--- src/core/irc_pkg.sv ---
// Shared constants, register map and carrier types of the infrared codec and mode mux
package irc_pkg;

   // ****************************************
   // Timing
   // ****************************************
   localparam int CLK_PERIOD_NS = 50;
   // Oversample clock counts as stopped after this long without an edge
   localparam int STATIC_TIME_NS = 20000;
   localparam int STATIC_CYC_INT = (STATIC_TIME_NS + CLK_PERIOD_NS - 1) / CLK_PERIOD_NS;
   localparam logic [8:0] STATIC_CYC = 9'(STATIC_CYC_INT);
   localparam logic [4:0] TICKS_PER_BIT = 5'h10;
   localparam logic [4:0] TX_PULSE_TICKS = 5'h03;
   // LED is lit while the bit counter is above this value
   localparam logic [4:0] TX_ON_ABOVE = 5'h0d;
   localparam logic [2:0] LAST_BIT = 3'h7;

   // ****************************************
   // Register map
   // ****************************************
   localparam logic [3:0] ADDR_CTRL = 4'h0;
   localparam logic [3:0] ADDR_STATUS = 4'h4;
   localparam logic [3:0] ADDR_TXDATA = 4'h8;
   localparam int CTRL_SW_TX_BIT = 0;
   localparam int CTRL_BYPASS_BIT = 1;
   localparam logic [1:0] CTRL_RESET = 2'h0;
   localparam int ST_CODEC_BIT = 0;
   localparam int ST_ROUTE_BIT = 1;
   localparam int ST_ACT_BIT = 2;
   localparam int ST_EMPTY_BIT = 3;
   localparam int ST_FULL_BIT = 4;
   localparam int ST_BUSY_BIT = 5;
   localparam int FIFO_WIDTH = 8;
   localparam int FIFO_DEPTH = 8;

   // ****************************************
   // Types
   // ****************************************
   typedef enum logic [0:0] {
      SER_IDLE = 1'b0,
      SER_SHIFT = 1'b1
   } ser_state_t;

   typedef struct packed {
      logic oversample_clock;
      logic photodiode_input;
      logic shared_tx_input;
      logic wired_tx_first_input;
      logic wired_rx_first_input;
      logic wired_rx_second_input;
      logic infrared_route_select;
      logic wired_shutdown_n;
      logic optical_shutdown_n;
      logic optical_tx_input;
      logic separate_variant;
   } pins_in_t;

   typedef struct packed {
      logic out;
      logic oe;
   } pin_drive_t;

endpackage

--- src/core/ir_pulse_codec_mode_mux.sv ---
// Infrared pulse codec, infrared/wired routing, activity detector and Avalon register slave
//
// Implementation choices: the register offsets and the Avalon-MM interface to the registers.

// ****************************************
// Pin synchroniser
// ****************************************
module pin_sync #(
   parameter int W = 1
) (
   input wire logic clk,
   input wire logic rst_n,
   input wire logic [W-1:0] d,
   output logic [W-1:0] q
);
   logic [W-1:0] s1_reg;
   logic [W-1:0] s2_reg;
   logic [W-1:0] s3_reg;
   logic [W-1:0] held_reg;
   logic [W-1:0] agree;

   // A one-cycle glitch leaves stages two and three apart, so the last agreed value holds
   always_comb begin
      agree = ~(s2_reg ^ s3_reg);
      q = (s3_reg & agree) | (held_reg & ~agree);
   end

   always_ff @(posedge clk or negedge rst_n) begin
      if (!rst_n) begin
         s1_reg <= '0;
         s2_reg <= '0;
         s3_reg <= '0;
         held_reg <= '0;
      end else begin
         s1_reg <= d;
         s2_reg <= s1_reg;
         s3_reg <= s2_reg;
         held_reg <= q;
      end
   end
endmodule

// ****************************************
// Transmit word FIFO
// ****************************************
module fifo_buf #(
   parameter int WIDTH = 8,
   parameter int DEPTH = 8
) (
   input wire logic clk,
   input wire logic rst_n,
   // Fill side
   input wire logic in_valid,
   output logic in_ready,
   input wire logic [WIDTH-1:0] in_data,
   // Drain side
   output logic out_valid,
   input wire logic out_ready,
   output logic [WIDTH-1:0] out_data
);
   localparam int AW = $clog2(DEPTH);
   logic [WIDTH-1:0] mem_reg [DEPTH];
   logic [AW:0] wr_reg;
   logic [AW:0] rd_reg;
   logic [AW:0] wr_next;
   logic [AW:0] rd_next;
   logic push;
   logic pop;

   always_comb begin
      in_ready = (wr_reg - rd_reg) != (AW + 1)'(DEPTH);
      out_valid = wr_reg != rd_reg;
      push = in_valid && in_ready;
      pop = out_valid && out_ready;
      wr_next = push ? wr_reg + 1'b1 : wr_reg;
      rd_next = pop ? rd_reg + 1'b1 : rd_reg;
      out_data = mem_reg[rd_reg[AW-1:0]];
   end

   always_ff @(posedge clk or negedge rst_n) begin
      if (!rst_n) begin
         wr_reg <= '0;
         rd_reg <= '0;
      end else begin
         wr_reg <= wr_next;
         rd_reg <= rd_next;
      end
   end

   // Storage carries no reset; only pointers decide what is valid
   always_ff @(posedge clk) begin
      if (push) begin
         mem_reg[wr_reg[AW-1:0]] <= in_data;
      end
   end
endmodule

// Function
// - Codec runs only with a running 16x clock
// - Stopped 16x clock bypasses the codec
// - Received light pulse stretched to one bit
// - Low transmit bit becomes three-tick light pulse
// - Bypass: receive output low per light pulse
// - Bypass: LED follows transmit input high
// - Route low, shared variant: shared pins serve infrared
// - Route low, shared variant: pumps off, wired outputs floating
// - Route high, shared variant: wired path, LED forced off
// - Wired outputs drive only out of shutdown, with route high or separate variant
// - Detector watches the deselected receive path
// - Any edge drives activity flag low
// - Route transition clears activity flag
// - Separate variant uses dedicated optical pins
// - Optical shutdown disables receiver, output high
// - Wired receivers always on and inverting
module ir_pulse_codec_mode_mux (
   // Clock and reset
   input wire logic clk,
   input wire logic rst_n,
   // Avalon-MM slave
   input wire logic [3:0] address,
   input wire logic read,
   input wire logic write,
   input wire logic [3:0] byteenable,
   input wire logic [31:0] writedata,
   output logic [31:0] readdata,
   output logic waitrequest,
   // Pins from outside
   input wire irc_pkg::pins_in_t pins_in,
   // Optical side
   output logic led_sink_output,
   output logic led_sink_oe,
   output logic optical_rx_output,
   // Wired side
   output logic wired_tx_first_output,
   output logic wired_tx_first_oe,
   output logic wired_tx_second_output,
   output logic wired_tx_second_oe,
   output logic charge_pump_en,
   output logic wired_rx_first_output,
   // Shared and activity
   output logic shared_rx_output,
   output logic idle_line_activity_n
);
   // ****************************************
   // Input synchronisation
   // ****************************************
   irc_pkg::pins_in_t p;
   logic [$bits(irc_pkg::pins_in_t)-1:0] p_vec;

   pin_sync #(.W($bits(irc_pkg::pins_in_t))) u_sync (
      .clk(clk),
      .rst_n(rst_n),
      .d(pins_in),
      .q(p_vec)
   );
   assign p = irc_pkg::pins_in_t'(p_vec);

   // ****************************************
   // State
   // ****************************************
   logic ovs_d_reg, ovs_d_next;
   logic [8:0] static_cnt_reg, static_cnt_next;
   logic codec_active_reg, codec_active_next;
   logic light_d_reg, light_d_next;
   logic [4:0] rx_cnt_reg, rx_cnt_next;
   logic [4:0] tx_cnt_reg, tx_cnt_next;
   logic ir_rx_reg, ir_rx_next;
   logic mon_d_reg, mon_d_next;
   logic route_d_reg, route_d_next;
   logic [1:0] ctrl_reg, ctrl_next;
   irc_pkg::ser_state_t ser_state_reg, ser_state_next;
   logic [7:0] ser_sh_reg, ser_sh_next;
   logic [2:0] ser_bit_reg, ser_bit_next;
   logic [4:0] ser_tick_reg, ser_tick_next;
   logic [31:0] readdata_next;
   logic waitrequest_next;
   irc_pkg::pin_drive_t led_next, tx1_next, tx2_next;
   logic opt_rx_next, pump_next, rx1_next, shared_rx_next, act_n_next;

   logic tick, light, light_rise, tx_src, shared_eff, ir_en, drive_en;
   logic monitored, route_chg, edge_seen, req, accept;
   logic fifo_in_ready, fifo_out_valid, fifo_out_ready, fifo_push;
   logic [7:0] fifo_out_data;

   fifo_buf #(.WIDTH(irc_pkg::FIFO_WIDTH), .DEPTH(irc_pkg::FIFO_DEPTH)) u_fifo (
      .clk(clk),
      .rst_n(rst_n),
      .in_valid(fifo_push),
      .in_ready(fifo_in_ready),
      .in_data(writedata[7:0]),
      .out_valid(fifo_out_valid),
      .out_ready(fifo_out_ready),
      .out_data(fifo_out_data)
   );

   // ****************************************
   // Next-state logic
   // ****************************************
   always_comb begin
      tick = p.oversample_clock && !ovs_d_reg;
      ovs_d_next = p.oversample_clock;
      if (p.oversample_clock != ovs_d_reg) begin
         static_cnt_next = '0;
      end else if (static_cnt_reg != irc_pkg::STATIC_CYC) begin
         static_cnt_next = static_cnt_reg + 9'h001;
      end else begin
         static_cnt_next = static_cnt_reg;
      end
      codec_active_next = (static_cnt_reg != irc_pkg::STATIC_CYC) &&
                          !ctrl_reg[irc_pkg::CTRL_BYPASS_BIT];

      light = p.photodiode_input && p.optical_shutdown_n;
      light_d_next = light;
      light_rise = light && !light_d_reg;

      if (!codec_active_reg || !p.optical_shutdown_n) begin
         rx_cnt_next = '0;
      end else if (light_rise) begin
         rx_cnt_next = irc_pkg::TICKS_PER_BIT;
      end else if (tick && rx_cnt_reg != 5'h00) begin
         rx_cnt_next = rx_cnt_reg - 5'h01;
      end else begin
         rx_cnt_next = rx_cnt_reg;
      end
      ir_rx_next = codec_active_reg ? (rx_cnt_next == 5'h00) : !light;

      // Serializer replaces the shared transmit pin while enabled
      shared_eff = ctrl_reg[irc_pkg::CTRL_SW_TX_BIT] ?
                   (ser_state_reg != irc_pkg::SER_SHIFT || ser_sh_reg[0]) :
                   p.shared_tx_input;
      // dedicated optical pins in separate variant
      tx_src = p.separate_variant ? p.optical_tx_input : shared_eff;
      // LED disabled when routed to wired in the shared variant
      ir_en = p.separate_variant || !p.infrared_route_select;

      if (!codec_active_reg) begin
         tx_cnt_next = '0;
      end else if (tick && tx_cnt_reg <= 5'h01 && !tx_src) begin
         tx_cnt_next = irc_pkg::TICKS_PER_BIT;
      end else if (tick && tx_cnt_reg != 5'h00) begin
         tx_cnt_next = tx_cnt_reg - 5'h01;
      end else begin
         tx_cnt_next = tx_cnt_reg;
      end
      led_next.out = 1'b0;
      led_next.oe = ir_en && (codec_active_reg ? (tx_cnt_reg > irc_pkg::TX_ON_ABOVE) : tx_src);
      opt_rx_next = ir_rx_next;

      drive_en = p.wired_shutdown_n && (p.separate_variant || p.infrared_route_select);
      pump_next = drive_en;
      tx1_next.out = !p.wired_tx_first_input;
      tx1_next.oe = drive_en;
      tx2_next.out = p.separate_variant ? !p.shared_tx_input : !shared_eff;
      tx2_next.oe = drive_en;
      rx1_next = !p.wired_rx_first_input;
      shared_rx_next = ir_en && !p.separate_variant ? ir_rx_next : !p.wired_rx_second_input;

      monitored = p.infrared_route_select ? ir_rx_next : !p.wired_rx_second_input;
      mon_d_next = monitored;
      route_d_next = p.infrared_route_select;
      route_chg = p.infrared_route_select != route_d_reg;
      // Source just switched, so a difference here is not a line edge
      edge_seen = (monitored != mon_d_reg) && !route_chg;
      if (edge_seen) begin
         act_n_next = 1'b0;
      end else if (route_chg) begin
         act_n_next = 1'b1;
      end else begin
         act_n_next = idle_line_activity_n;
      end

      // Register slave: answer one cycle after the request appears; a TXDATA write into a full FIFO waits for room
      req = read || write;
      accept = req && !waitrequest;
      fifo_push = accept && write && address == irc_pkg::ADDR_TXDATA;
      waitrequest_next = !(req && waitrequest &&
                           !(write && address == irc_pkg::ADDR_TXDATA && !fifo_in_ready));
      ctrl_next = ctrl_reg;
      if (accept && write && address == irc_pkg::ADDR_CTRL && byteenable[0]) begin
         ctrl_next = writedata[1:0];
      end
      readdata_next = '0;
      if (read && waitrequest) begin
         unique case (address)
            irc_pkg::ADDR_CTRL: readdata_next[1:0] = ctrl_reg;
            irc_pkg::ADDR_STATUS: begin
               readdata_next[irc_pkg::ST_CODEC_BIT] = codec_active_reg;
               readdata_next[irc_pkg::ST_ROUTE_BIT] = p.infrared_route_select;
               readdata_next[irc_pkg::ST_ACT_BIT] = idle_line_activity_n;
               readdata_next[irc_pkg::ST_EMPTY_BIT] = !fifo_out_valid;
               readdata_next[irc_pkg::ST_FULL_BIT] = !fifo_in_ready;
               readdata_next[irc_pkg::ST_BUSY_BIT] = ser_state_reg == irc_pkg::SER_SHIFT;
            end
            default: readdata_next = '0;
         endcase
      end

      // Serializer: one word, LSB first, sixteen ticks a bit
      ser_state_next = ser_state_reg;
      ser_sh_next = ser_sh_reg;
      ser_bit_next = ser_bit_reg;
      ser_tick_next = ser_tick_reg;
      fifo_out_ready = 1'b0;
      unique case (ser_state_reg)
         irc_pkg::SER_IDLE: begin
            fifo_out_ready = ctrl_reg[irc_pkg::CTRL_SW_TX_BIT];
            if (fifo_out_ready && fifo_out_valid) begin
               ser_state_next = irc_pkg::SER_SHIFT;
               ser_sh_next = fifo_out_data;
               ser_bit_next = irc_pkg::LAST_BIT;
               ser_tick_next = irc_pkg::TICKS_PER_BIT;
            end
         end
         irc_pkg::SER_SHIFT: begin
            if (tick) begin
               if (ser_tick_reg != 5'h01) begin
                  ser_tick_next = ser_tick_reg - 5'h01;
               end else if (ser_bit_reg == 3'h0) begin
                  ser_state_next = irc_pkg::SER_IDLE;
               end else begin
                  ser_sh_next = {1'b1, ser_sh_reg[7:1]};
                  ser_bit_next = ser_bit_reg - 3'h1;
                  ser_tick_next = irc_pkg::TICKS_PER_BIT;
               end
            end
         end
      endcase
   end

   // ****************************************
   // Registers
   // ****************************************
   always_ff @(posedge clk or negedge rst_n) begin
      if (!rst_n) begin
         ovs_d_reg <= 1'b0;
         static_cnt_reg <= irc_pkg::STATIC_CYC;
         codec_active_reg <= 1'b0;
         light_d_reg <= 1'b0;
         rx_cnt_reg <= '0;
         tx_cnt_reg <= '0;
         ir_rx_reg <= 1'b1;
         mon_d_reg <= 1'b1;
         route_d_reg <= 1'b0;
         ctrl_reg <= irc_pkg::CTRL_RESET;
         ser_state_reg <= irc_pkg::SER_IDLE;
         ser_sh_reg <= '0;
         ser_bit_reg <= '0;
         ser_tick_reg <= '0;
         readdata <= '0;
         waitrequest <= 1'b1;
         led_sink_output <= 1'b0;
         led_sink_oe <= 1'b0;
         optical_rx_output <= 1'b1;
         wired_tx_first_output <= 1'b0;
         wired_tx_first_oe <= 1'b0;
         wired_tx_second_output <= 1'b0;
         wired_tx_second_oe <= 1'b0;
         charge_pump_en <= 1'b0;
         wired_rx_first_output <= 1'b1;
         shared_rx_output <= 1'b1;
         idle_line_activity_n <= 1'b1;
      end else begin
         ovs_d_reg <= ovs_d_next;
         static_cnt_reg <= static_cnt_next;
         codec_active_reg <= codec_active_next;
         light_d_reg <= light_d_next;
         rx_cnt_reg <= rx_cnt_next;
         tx_cnt_reg <= tx_cnt_next;
         ir_rx_reg <= ir_rx_next;
         mon_d_reg <= mon_d_next;
         route_d_reg <= route_d_next;
         ctrl_reg <= ctrl_next;
         ser_state_reg <= ser_state_next;
         ser_sh_reg <= ser_sh_next;
         ser_bit_reg <= ser_bit_next;
         ser_tick_reg <= ser_tick_next;
         readdata <= readdata_next;
         waitrequest <= waitrequest_next;
         led_sink_output <= led_next.out;
         led_sink_oe <= led_next.oe;
         optical_rx_output <= opt_rx_next;
         wired_tx_first_output <= tx1_next.out;
         wired_tx_first_oe <= tx1_next.oe;
         wired_tx_second_output <= tx2_next.out;
         wired_tx_second_oe <= tx2_next.oe;
         charge_pump_en <= pump_next;
         wired_rx_first_output <= rx1_next;
         shared_rx_output <= shared_rx_next;
         idle_line_activity_n <= act_n_next;
      end
   end
endmodule

--- config.mk ---
export PLATFORM = sky130hd
export DESIGN_NAME = ir_pulse_codec_mode_mux
export DESIGN_NICKNAME = d
export VERILOG_FILES = /design/src/core/irc_pkg.sv /design/src/core/ir_pulse_codec_mode_mux.sv
export SDC_FILE = /design/constraint.sdc
export NUM_CORES = 1
export LEC_CHECK = 0
export BUFFER_PORTS_ARGS = -buffer_cell sky130_fd_sc_hd__clkbuf_2
export CORE_MARGIN = 1.5
export CORE_UTILIZATION = 57
export CTS_CLUSTER_DIAMETER = 50
export DETAILED_ROUTE_END_ITERATION = 8
export PLACE_DENSITY = 0.79
export SKIP_LAST_GASP = 1
export SLEW_MARGIN = 20
export SYNTH_ARGS = -nofsm -noshare
export SYNTH_HDL_FRONTEND = slang
export SYNTH_SLANG_ARGS = --single-unit
export TNS_END_PERCENT = 20
--- constraint.sdc ---
create_clock -name clk -period 5.03 [get_ports clk]
set_clock_uncertainty 0.1 [all_clocks]
set_input_delay 0.503 -clock clk [delete_from_list [all_inputs] [get_ports clk]]
set_output_delay 0.503 -clock clk [all_outputs]
set_load 0.03 [all_outputs]
==> flow_summary.json, run 1 <==
{
  "yosysTopAreaCellShare": 0.350,
  "die_h_um": 114,
  "setup_tns_ns": 0,
  "netlist_area_um2": 7070,
  "seq_area_frac_synth": 0.655,
  "required_ns": 4.98,
  "cts_hold_buf": 0,
  "gr-total-overflow": 0,
  "slew_viol_final": 0,
  "diodes": 0,
  "grt_pass1_wl_um": 21200,
  "postCtsSetupBuffers": 0,
  "drt-total-wl_um": 13000,
  "dp_hpwl_um": 8340,
  "max_freq_ghz": 0.268,
  "post-synth-top-count-cell": "dfrtp_1",
  "drtIter0Drc": 273,
  "async_reset_ff_frac": 0.628,
  "vias": 4090,
  "core_um2": 12100,
  "syn_inst": 522,
  "n_fill_cell": 816,
  "wl_per_cell_um": 17.0,
  "ctsResizeCount": 0,
  "synth_top_area_cell": "dfrtp_1",
  "synth_cell_types": 57,
  "rsz0062_at_grt": "false",
  "grt_pass1_vias": 4221,
  "start_util": 0.587,
  "worstSetupPathType": "reg2reg",
  "relSlewSlack": 0.383,
  "remaining_drc_errors": 0,
  "synth_seq_cells": 172,
  "p_int_mw": 2.54,
  "synthTopCellsByArea": "dfrtp_1 (35%), edfxtp_1 (27%), mux4_2 (5.1%)",
  "p_total_mw": 3.53,
  "cts.sinks": 172,
  "htree_levels": 4,
  "cts_tree": "done",
  "seqPwrFrac": 0.488,
  "p_clk_frac": 0.344,
  "hold_path_class": "in2reg",
  "final_core_util": 0.659,
  "die_x_um": 114,
  "yosys_warnings": 0,
  "p_leak_nw": 3.33,
  "cts_root_buf": "clkbuf_16",
  "cts_buffers": 17,
  "grt_max_degree": 78,
  "finalSetupViolCount": 0,
  "postRouteAntennaNets": 0,
  "drtPass1Iterations": 4,
  "syn_avg_cell_area_um2": 13.6,
  "crit_path_start_kind": "register",
  "syn2layout_area_growth_pct": 12.3,
  "pwr-share-comb": 0.168,
  "peakVddDrop_v": 0.000316,
  "tightestPinTransition_ns": 0.926,
  "grt_use_total": 0.217,
  "maxCapViolations": 0,
  "grt_antenna_before_repair": 0,
  "synth_edf_count": 64,
  "power.share.switching": 0.282,
  "crit_fanout": 11,
  "synthFlopType": "dfrtp_1",
  "period_share": 0.743,
  "die-area_um2": 13100,
  "vias_per_cell": 5.38,
  "cp.arrival_ns": 3.69,
  "rows": 40,
  "final_hold_viol_count": 0,
  "clock_path_buffers": 2,
  "power_density_nw_per_um2": 445,
  "critPathCaptureType": "register",
  "p_sw_mw": 0.996,
  "synthTopCellsByCount": "dfrtp_1 (99), edfxtp_1 (64), nand2_1 (48)",
  "drive_above_1_share": 0.199,
  "place.gp.congestion": 0.819,
  "clk_pin_slew_ns": 0.06,
  "clock_latency_ns": 0.43,
  "nets": 649,
  "pin_count": 99,
  "period_needed_ns": 3.74,
  "portBuffers": 44,
  "largest_reg_flops": 64,
  "status": "finished clean"
}
-- power by group through the flow --
stage	Clock [mW]	Sequential [mW]	Combinational, mW
2_1_floorplan	0	1.74	0.452
3_3_place_gp	0	1.74	0.554
3_5_place_dp	0	1.75	0.589
4_1_cts	1.23	1.72	0.600
5_1_grt	1.30	1.74	0.671
6_report	1.21	1.72	0.595
-- per-stage QoR --
step	hold WS [ns]	setup WS (ns)	area, µm²	cells
2_1_floorplan	0.107	1.44	7170	548
3_3_place_gp	0.231	1.46	7390	728
3_5_place_dp	0.236	1.36	7390	728
4_1_cts	0.0651	1.28	7950	760
5_1_grt	0.0629	1.08	7950	760
6_report	0.0766	1.29	7950	760
-- layer usage --
metal	wire length (µm)	GRT usage	vias to the layer above	share of wire
met5	0	0	-	0
met3	414	0.0593	23	0.032
met1	5420	0.262	2066	0.42
met4	267	0.0892	0	0.021
met2	6850	0.372	100	0.53
li1	-	-	1901	-
-- critical path: stages, from the launching register on --
cell,delay (ns)
dfrtp_1,0.58
clkinv_1,0.35
ha_1,0.31
xor3_1,0.38
or4_1,0.12
a21o_1,0.17
and3_1,0.35
or2b_2,0.37
nor2_1,0.63
-- placed cells by master, fill, tap and decap left out, types with 9 or more instances in the layout --
cell / synthesis / layout
dfrtp_1: 99 / 99
and2_1: 9 / 9
clkbuf_2: 0 / 43
ha_1: 15 / 15
nor2_1: 32 / 32
a21oi_1: 24 / 24
buf_4: 29 / 10
dfstp_2: 9 / 9
edfxtp_1: 64 / 64
conb_1: 1 / 27
clkbuf_16: 0 / 17
inv_1: 22 / 22
mux4_2: 16 / 16
o21ai_0: 19 / 19
xnor2_1: 15 / 15
and3_1: 9 / 9
nand2_1: 48 / 48
xor2_1: 9 / 9
-- cell families after synthesis --
logic type	Yosys count	synth area share
compound gates	66	0.0548
fa+ha+maj	23	0.0378
buf+inv	64	0.0516
mux	23	0.0619
simple gates	148	0.105
other cells	1	0.000530
flops	172	0.655
xor+xnor	25	0.0331
-- cell type report --
class                   count  area, µm²  share of cell area
clock buffers              19        433              0.0545
clock inverters            13        121              0.0153
inverters                  23       86.3              0.0109
multi-input cells         312       2170               0.273
flip-flops and latches    172       4640               0.583
well taps                 168        210              0.0264
repair buffers             53        290              0.0365
-- worst paths after layout --
kind                                               from                              to  slack (ns)  cells past startpoint
setup / recovery           u_fifo.rd_reg[2]$_DFFE_PN0P_  u_fifo.mem_reg[3][0]$_DFFE_PP_        1.29                      8
hold / removal                               pins_in[4]      u_sync.s1_reg[4]$_DFF_PN0_        0.08                      1
setup reg to reg           u_fifo.rd_reg[2]$_DFFE_PN0P_  u_fifo.mem_reg[3][0]$_DFFE_PP_        1.29                      8
hold reg to reg              u_sync.s1_reg[3]$_DFF_PN0_      u_sync.s2_reg[3]$_DFF_PN0_        0.25                      0
max in group asynchronous                         rst_n   static_cnt_reg[4]$_DFFE_PN1P_        3.69                      2
min in group asynchronous                         rst_n       ser_sh_reg[6]$_DFFE_PN0P_        0.12                      1
No activity file was read; power rests on OpenSTA's default activity.
==> run 2, diff against run 1 <==
==> constraint.sdc (replaced) <==
create_clock -name clk -period 3.9 [get_ports clk]
set_clock_uncertainty 0.1 [all_clocks]
set_input_delay 0.39 -clock clk [delete_from_list [all_inputs] [get_ports clk]]
set_output_delay 0.39 -clock clk [all_outputs]
set_load 0.03 [all_outputs]
==> run 2 against run 1 <==
  * Sequential power up 30%
  * Worst setup slack got worse by 0.61 ns
  * Global-route usage down 0.63 points
  * Sequential share of layout area is 1.2 points lower
  * Clock power is 38% higher
  * Critical path depth decreased by 1
  * Utilization is 1.4 points higher
  * Critical endpoint is now u_fifo.mem_reg[0][0]$_DFFE_PP_
==> flow_summary.json, run 2 (synthesis results as in run 1) <==
{
  "critPathTopFamily": "simple AND/OR/NAND/NOR gates",
  "worst_path_max_delay_cell": "dfrtp_1",
  "relSlewSlack": 0.384,
  "period_share": 0.826,
  "htree_levels": 4,
  "critPathCaptureType": "register",
  "drive_above_1_share": 0.204,
  "path_cells": "ha_1 > nor2b_1 > o211ai_1 > a21o_1 > and3_1 > or2b_2 > nor3_2",
  "period_needed_ns": 3.22,
  "postRouteAntennaNets": 0,
  "grt_antenna_before_repair": 0,
  "final_common_cell": "dfrtp_1",
  "crit_start": "u_fifo.wr_reg[1]$_DFFE_PN0P_",
  "syn2layout_area_growth_pct": 14.8,
  "cts_root_buf": "clkbuf_16",
  "rsz0062_at_grt": "false",
  "nets": 660,
  "gr-total-overflow": 0,
  "whs_endpoint": "waitrequest$_DFF_PN1_",
  "drt-total-wl_um": 12400,
  "drtIter0Drc": 181,
  "hold_path_class": "in2reg",
  "pin_count": 99,
  "rows": 40,
  "die_h_um": 114,
  "cts.sinks": 172,
  "worstSetupPathType": "reg2reg",
  "cpPeakStageDelay_ns": 0.59,
  "postCtsSetupBuffers": 0,
  "r2r_start": "u_fifo.wr_reg[1]$_DFFE_PN0P_",
  "vias": 4091,
  "portBuffers": 44,
  "power_density_nw_per_um2": 576,
  "crit_path_start_kind": "register",
  "whs_path_depth": 2,
  "clk_pin_slew_ns": 0.06,
  "grt_max_degree": 59,
  "setup_tns_ns": 0,
  "final_cell_area_um2": 8120,
  "peakVddDrop_v": 0.000461,
  "status": "finished clean",
  "crit_buf_inv": 0,
  "n_fill_cell": 818,
  "crit_fanout": 11,
  "final_cell_mix": "dfrtp_1 (99), edfxtp_1 (64), nand2_1 (48)",
  "wl_per_cell_um": 16.1,
  "start_util": 0.587,
  "place_area_um2": 7390,
  "die_x_um": 114,
  "slew_viol_final": 0,
  "diodes": 0,
  "drtPass1Iterations": 4,
  "grt_pass1_vias": 4229,
  "finalSetupViolCount": 0,
  "min-delay-start": "write",
  "clock_latency_ns": 0.43,
  "reg2reg_depth": 7,
  "cts_tree": "done",
  "largest_reg_flops": 64,
  "rr_endpoint": "u_fifo.mem_reg[0][0]$_DFFE_PP_",
  "p_leak_nw": 3.41,
  "reg2reg_slack_ns": 0.68,
  "die-area_um2": 13100,
  "required_ns": 3.87,
  "remaining_drc_errors": 0,
  "grt_pass1_wl_um": 20700,
  "tightestPinTransition_ns": 0.912,
  "vias_per_cell": 5.31,
  "core_um2": 12100,
  "max_freq_ghz": 0.310,
  "dp_hpwl_um": 8370,
  "maxCapViolations": 0,
  "cts_buffers": 17,
  "final_hold_viol_count": 0,
  "clock_path_buffers": 2,
  "cp.arrival_ns": 3.19,
  "place.gp.congestion": 0.777,
  "grt_use_total": 0.211
}
[run 2: repair_timing]
action,4_1_cts,5_1_grt
gates resized for setup,0,0
endpoints found under the setup margin,0,0
hold buffers,12,0
hold endpoints to repair,62,0
[run 2: worst reg2reg max path: stages (launching register included)]
cell and delay [ns]:
dfrtp_1 0.59, ha_1 0.34, nor2b_1 0.16, o211ai_1 0.16, a21o_1 0.21, and3_1 0.36
or2b_2 0.39, nor3_2 0.55
[run 2: routing by layer]
layer | global-route usage | vias to the layer above | share of wire
met2 | 0.362 | 83 | 0.55
li1 | - | 1929 | -
met4 | 0.0833 | 0 | 0.020
met3 | 0.0651 | 18 | 0.033
met5 | 0 | - | 0
met1 | 0.250 | 2061 | 0.40
[run 2: worst max-delay path by stage]
stage	endpoint	slack, ns	depth (start not counted)
after floorplan	u_fifo.mem_reg[2][0]$_DFFE_PP_	0.31	11
after global placement	u_fifo.mem_reg[1][4]$_DFFE_PP_	0.58	7
after detailed placement	u_fifo.mem_reg[0][3]$_DFFE_PP_	0.37	7
after CTS	u_fifo.mem_reg[0][4]$_DFFE_PP_	0.29	7
after global routing	u_fifo.mem_reg[1][0]$_DFFE_PP_	0.51	7
final	u_fifo.mem_reg[0][0]$_DFFE_PP_	0.68	7
[run 2: area by class of cell]
type	count	area, µm²	share of cell area
multi-input combinational	312	2200	0.270
clock buffer	18	429	0.0528
timing repair buffer	64	403	0.0496
tap	168	210	0.0259
sequential	172	4640	0.571
inverter	23	86.3	0.0106
clock inverter	14	161	0.0199
[run 2: through the flow]
step	std cells	hold WS (ns)	setup WS, ns	util	total power [mW]
finish	771	0.0734	0.679	0.673	4.68
global route	771	0.0871	0.512	0.673	4.91
CTS	771	0.0734	0.289	0.672	4.70
detailed placement	727	0.235	0.375	0.613	3.02
global placement	727	0.233	0.577	0.612	2.95
floorplan	548	-0.00559	0.308	-	2.83
[run 2: where the power goes]
part	internal (mW)	switching, mW	leakage, nW	total [mW]
Combinational	0.331	0.446	1.24	0.777
Clock	0.959	0.714	0.286	1.67
Sequential	2.07	0.159	1.89	2.23
Total	3.36	1.32	3.41	4.68
==> run 3, diff against run 2 <==
==> constraint.sdc (replaced) <==
create_clock -name clk -period 3.2 [get_ports clk]
set_clock_uncertainty 0.1 [all_clocks]
set_input_delay 0.32 -clock clk [delete_from_list [all_inputs] [get_ports clk]]
set_output_delay 0.32 -clock clk [all_outputs]
set_load 0.03 [all_outputs]
==> run 3 against run 2 <==
  * Die area stayed put
  * Maximum frequency up 7.2%
  * Sequential cell count unchanged
  * Largest cell class unchanged
  * Largest power group unchanged
==> flow_summary.json, run 3 (synthesis results as in run 1) <==
{
  "status": "finished clean",
  "die-area_um2": 13100,
  "place_area_um2": 7450,
  "dp_cells": 730,
  "place_ws_ns": 0.283,
  "fin_hold_ws_ns": 0.0378,
  "die_h_um": 114,
  "period_needed_ns": 3.00,
  "drt-total-wl_um": 13300,
  "final_core_util": 0.678,
  "cts_hold_buf": 12,
  "start_util": 0.587,
  "cts_root_buf": "clkbuf_16",
  "diodes": 0,
  "portBuffers": 44,
  "core_um2": 12100,
  "dp_hpwl_um": 8340,
  "largest_reg_flops": 64,
  "power_density_nw_per_um2": 709,
  "cts_tree": "done",
  "nets": 663,
  "worstSetupPathType": "reg2reg",
  "grt_antenna_before_repair": 0,
  "min-delay-start": "write",
  "hold_path_class": "in2reg",
  "grt_pass1_vias": 4333,
  "clk_pin_slew_ns": 0.07,
  "clock_latency_ns": 0.42,
  "gr-total-overflow": 0,
  "postRouteAntennaNets": 0,
  "vias_per_cell": 5.40,
  "drtPass1Iterations": 5,
  "crit_fanout": 8,
  "setup_tns_ns": 0,
  "ctsResizeCount": 0,
  "drive_above_1_share": 0.208,
  "relSlewSlack": 0.469,
  "setup_slack_ns": 0.195,
  "max_freq_ghz": 0.333,
  "grt_use_total": 0.221,
  "clock_path_buffers": 2,
  "p_leak_nw": 3.44,
  "place.gp.congestion": 0.807,
  "cts_buffers": 17,
  "grt_max_degree": 109,
  "grt_pass1_wl_um": 21500,
  "final_common_cell": "dfrtp_1",
  "p_total_mw": 5.80,
  "tightestPinTransition_ns": 0.787,
  "rsz0062_at_grt": "false",
  "vias": 4181,
  "wl_per_cell_um": 17.2,
  "cp.arrival_ns": 2.96,
  "required_ns": 3.15,
  "peakVddDrop_v": 0.000685,
  "fin_cells": 774,
  "cts.sinks": 172,
  "final_cell_mix": "dfrtp_1 (99), edfxtp_1 (64), nand2_1 (48)",
  "r2r_start": "u_fifo.rd_reg[2]$_DFFE_PN0P_",
  "critPathCaptureType": "register",
  "postCtsSetupBuffers": 0,
  "maxCapViolations": 0,
  "pin_count": 99,
  "remaining_drc_errors": 0,
  "htree_levels": 4,
  "period_share": 0.939,
  "die_x_um": 114,
  "final_cell_area_um2": 8180,
  "syn2layout_area_growth_pct": 15.6,
  "rows": 40,
  "n_fill_cell": 817,
  "multiInputGateArea_um2": 2200,
  "reg2reg_slack_ns": 0.20,
  "crit_start": "u_fifo.rd_reg[2]$_DFFE_PN0P_",
  "final_hold_viol_count": 0,
  "seqCellArea_um2": 4640,
  "slew_viol_final": 0,
  "drtIter0Drc": 286,
  "crit_path_start_kind": "register",
  "finalSetupViolCount": 0
}
run 3: worst max-delay path, stage by stage, from the launching register on:
cell and delay (ns):
dfrtp_1 0.36, clkinv_1 0.11, ha_1 0.23, xor3_1 0.37, or4_1 0.11, a21o_1 0.17
and3_1 0.24, or2b_2 0.38, nor3_2 0.58
run 3: layout make-up:
type                            count  share of cell area
Clock buffer                       21              0.0590
Multi-Input combinational cell    312               0.269
Timing Repair Buffer               67              0.0535
Inverter                           23              0.0106
Clock inverter                     11              0.0159
Tap cell                          168              0.0257
Sequential cell                   172               0.567
run 3: final timing paths:
| check | to | cells after the start |
|---|---|---|
| setup / recovery | u_fifo.mem_reg[1][0]$_DFFE_PP_ | 8 |
| hold / removal | waitrequest$_DFF_PN1_ | 2 |
| setup reg to reg | u_fifo.mem_reg[1][0]$_DFFE_PP_ | 8 |
| hold reg to reg | u_sync.s2_reg[6]$_DFF_PN0_ | 0 |
| max in group asynchronous | u_fifo.wr_reg[0]$_DFFE_PN0P_ | 3 |
| min in group asynchronous | static_cnt_reg[5]$_DFFE_PN0P_ | 3 |
run 3: metal layers:
metal,global-route usage,share of wire,up-vias
li1,-,-,1931
met1,0.257,0.40,2133
met2,0.386,0.54,89
met3,0.0535,0.033,28
met4,0.103,0.025,0
met5,0,0,-
run 3: power by group:
group / switching, mW / internal [mW]
Combinational: 0.597 / 0.425
Clock: 0.835 / 1.25
Sequential: 0.170 / 2.53
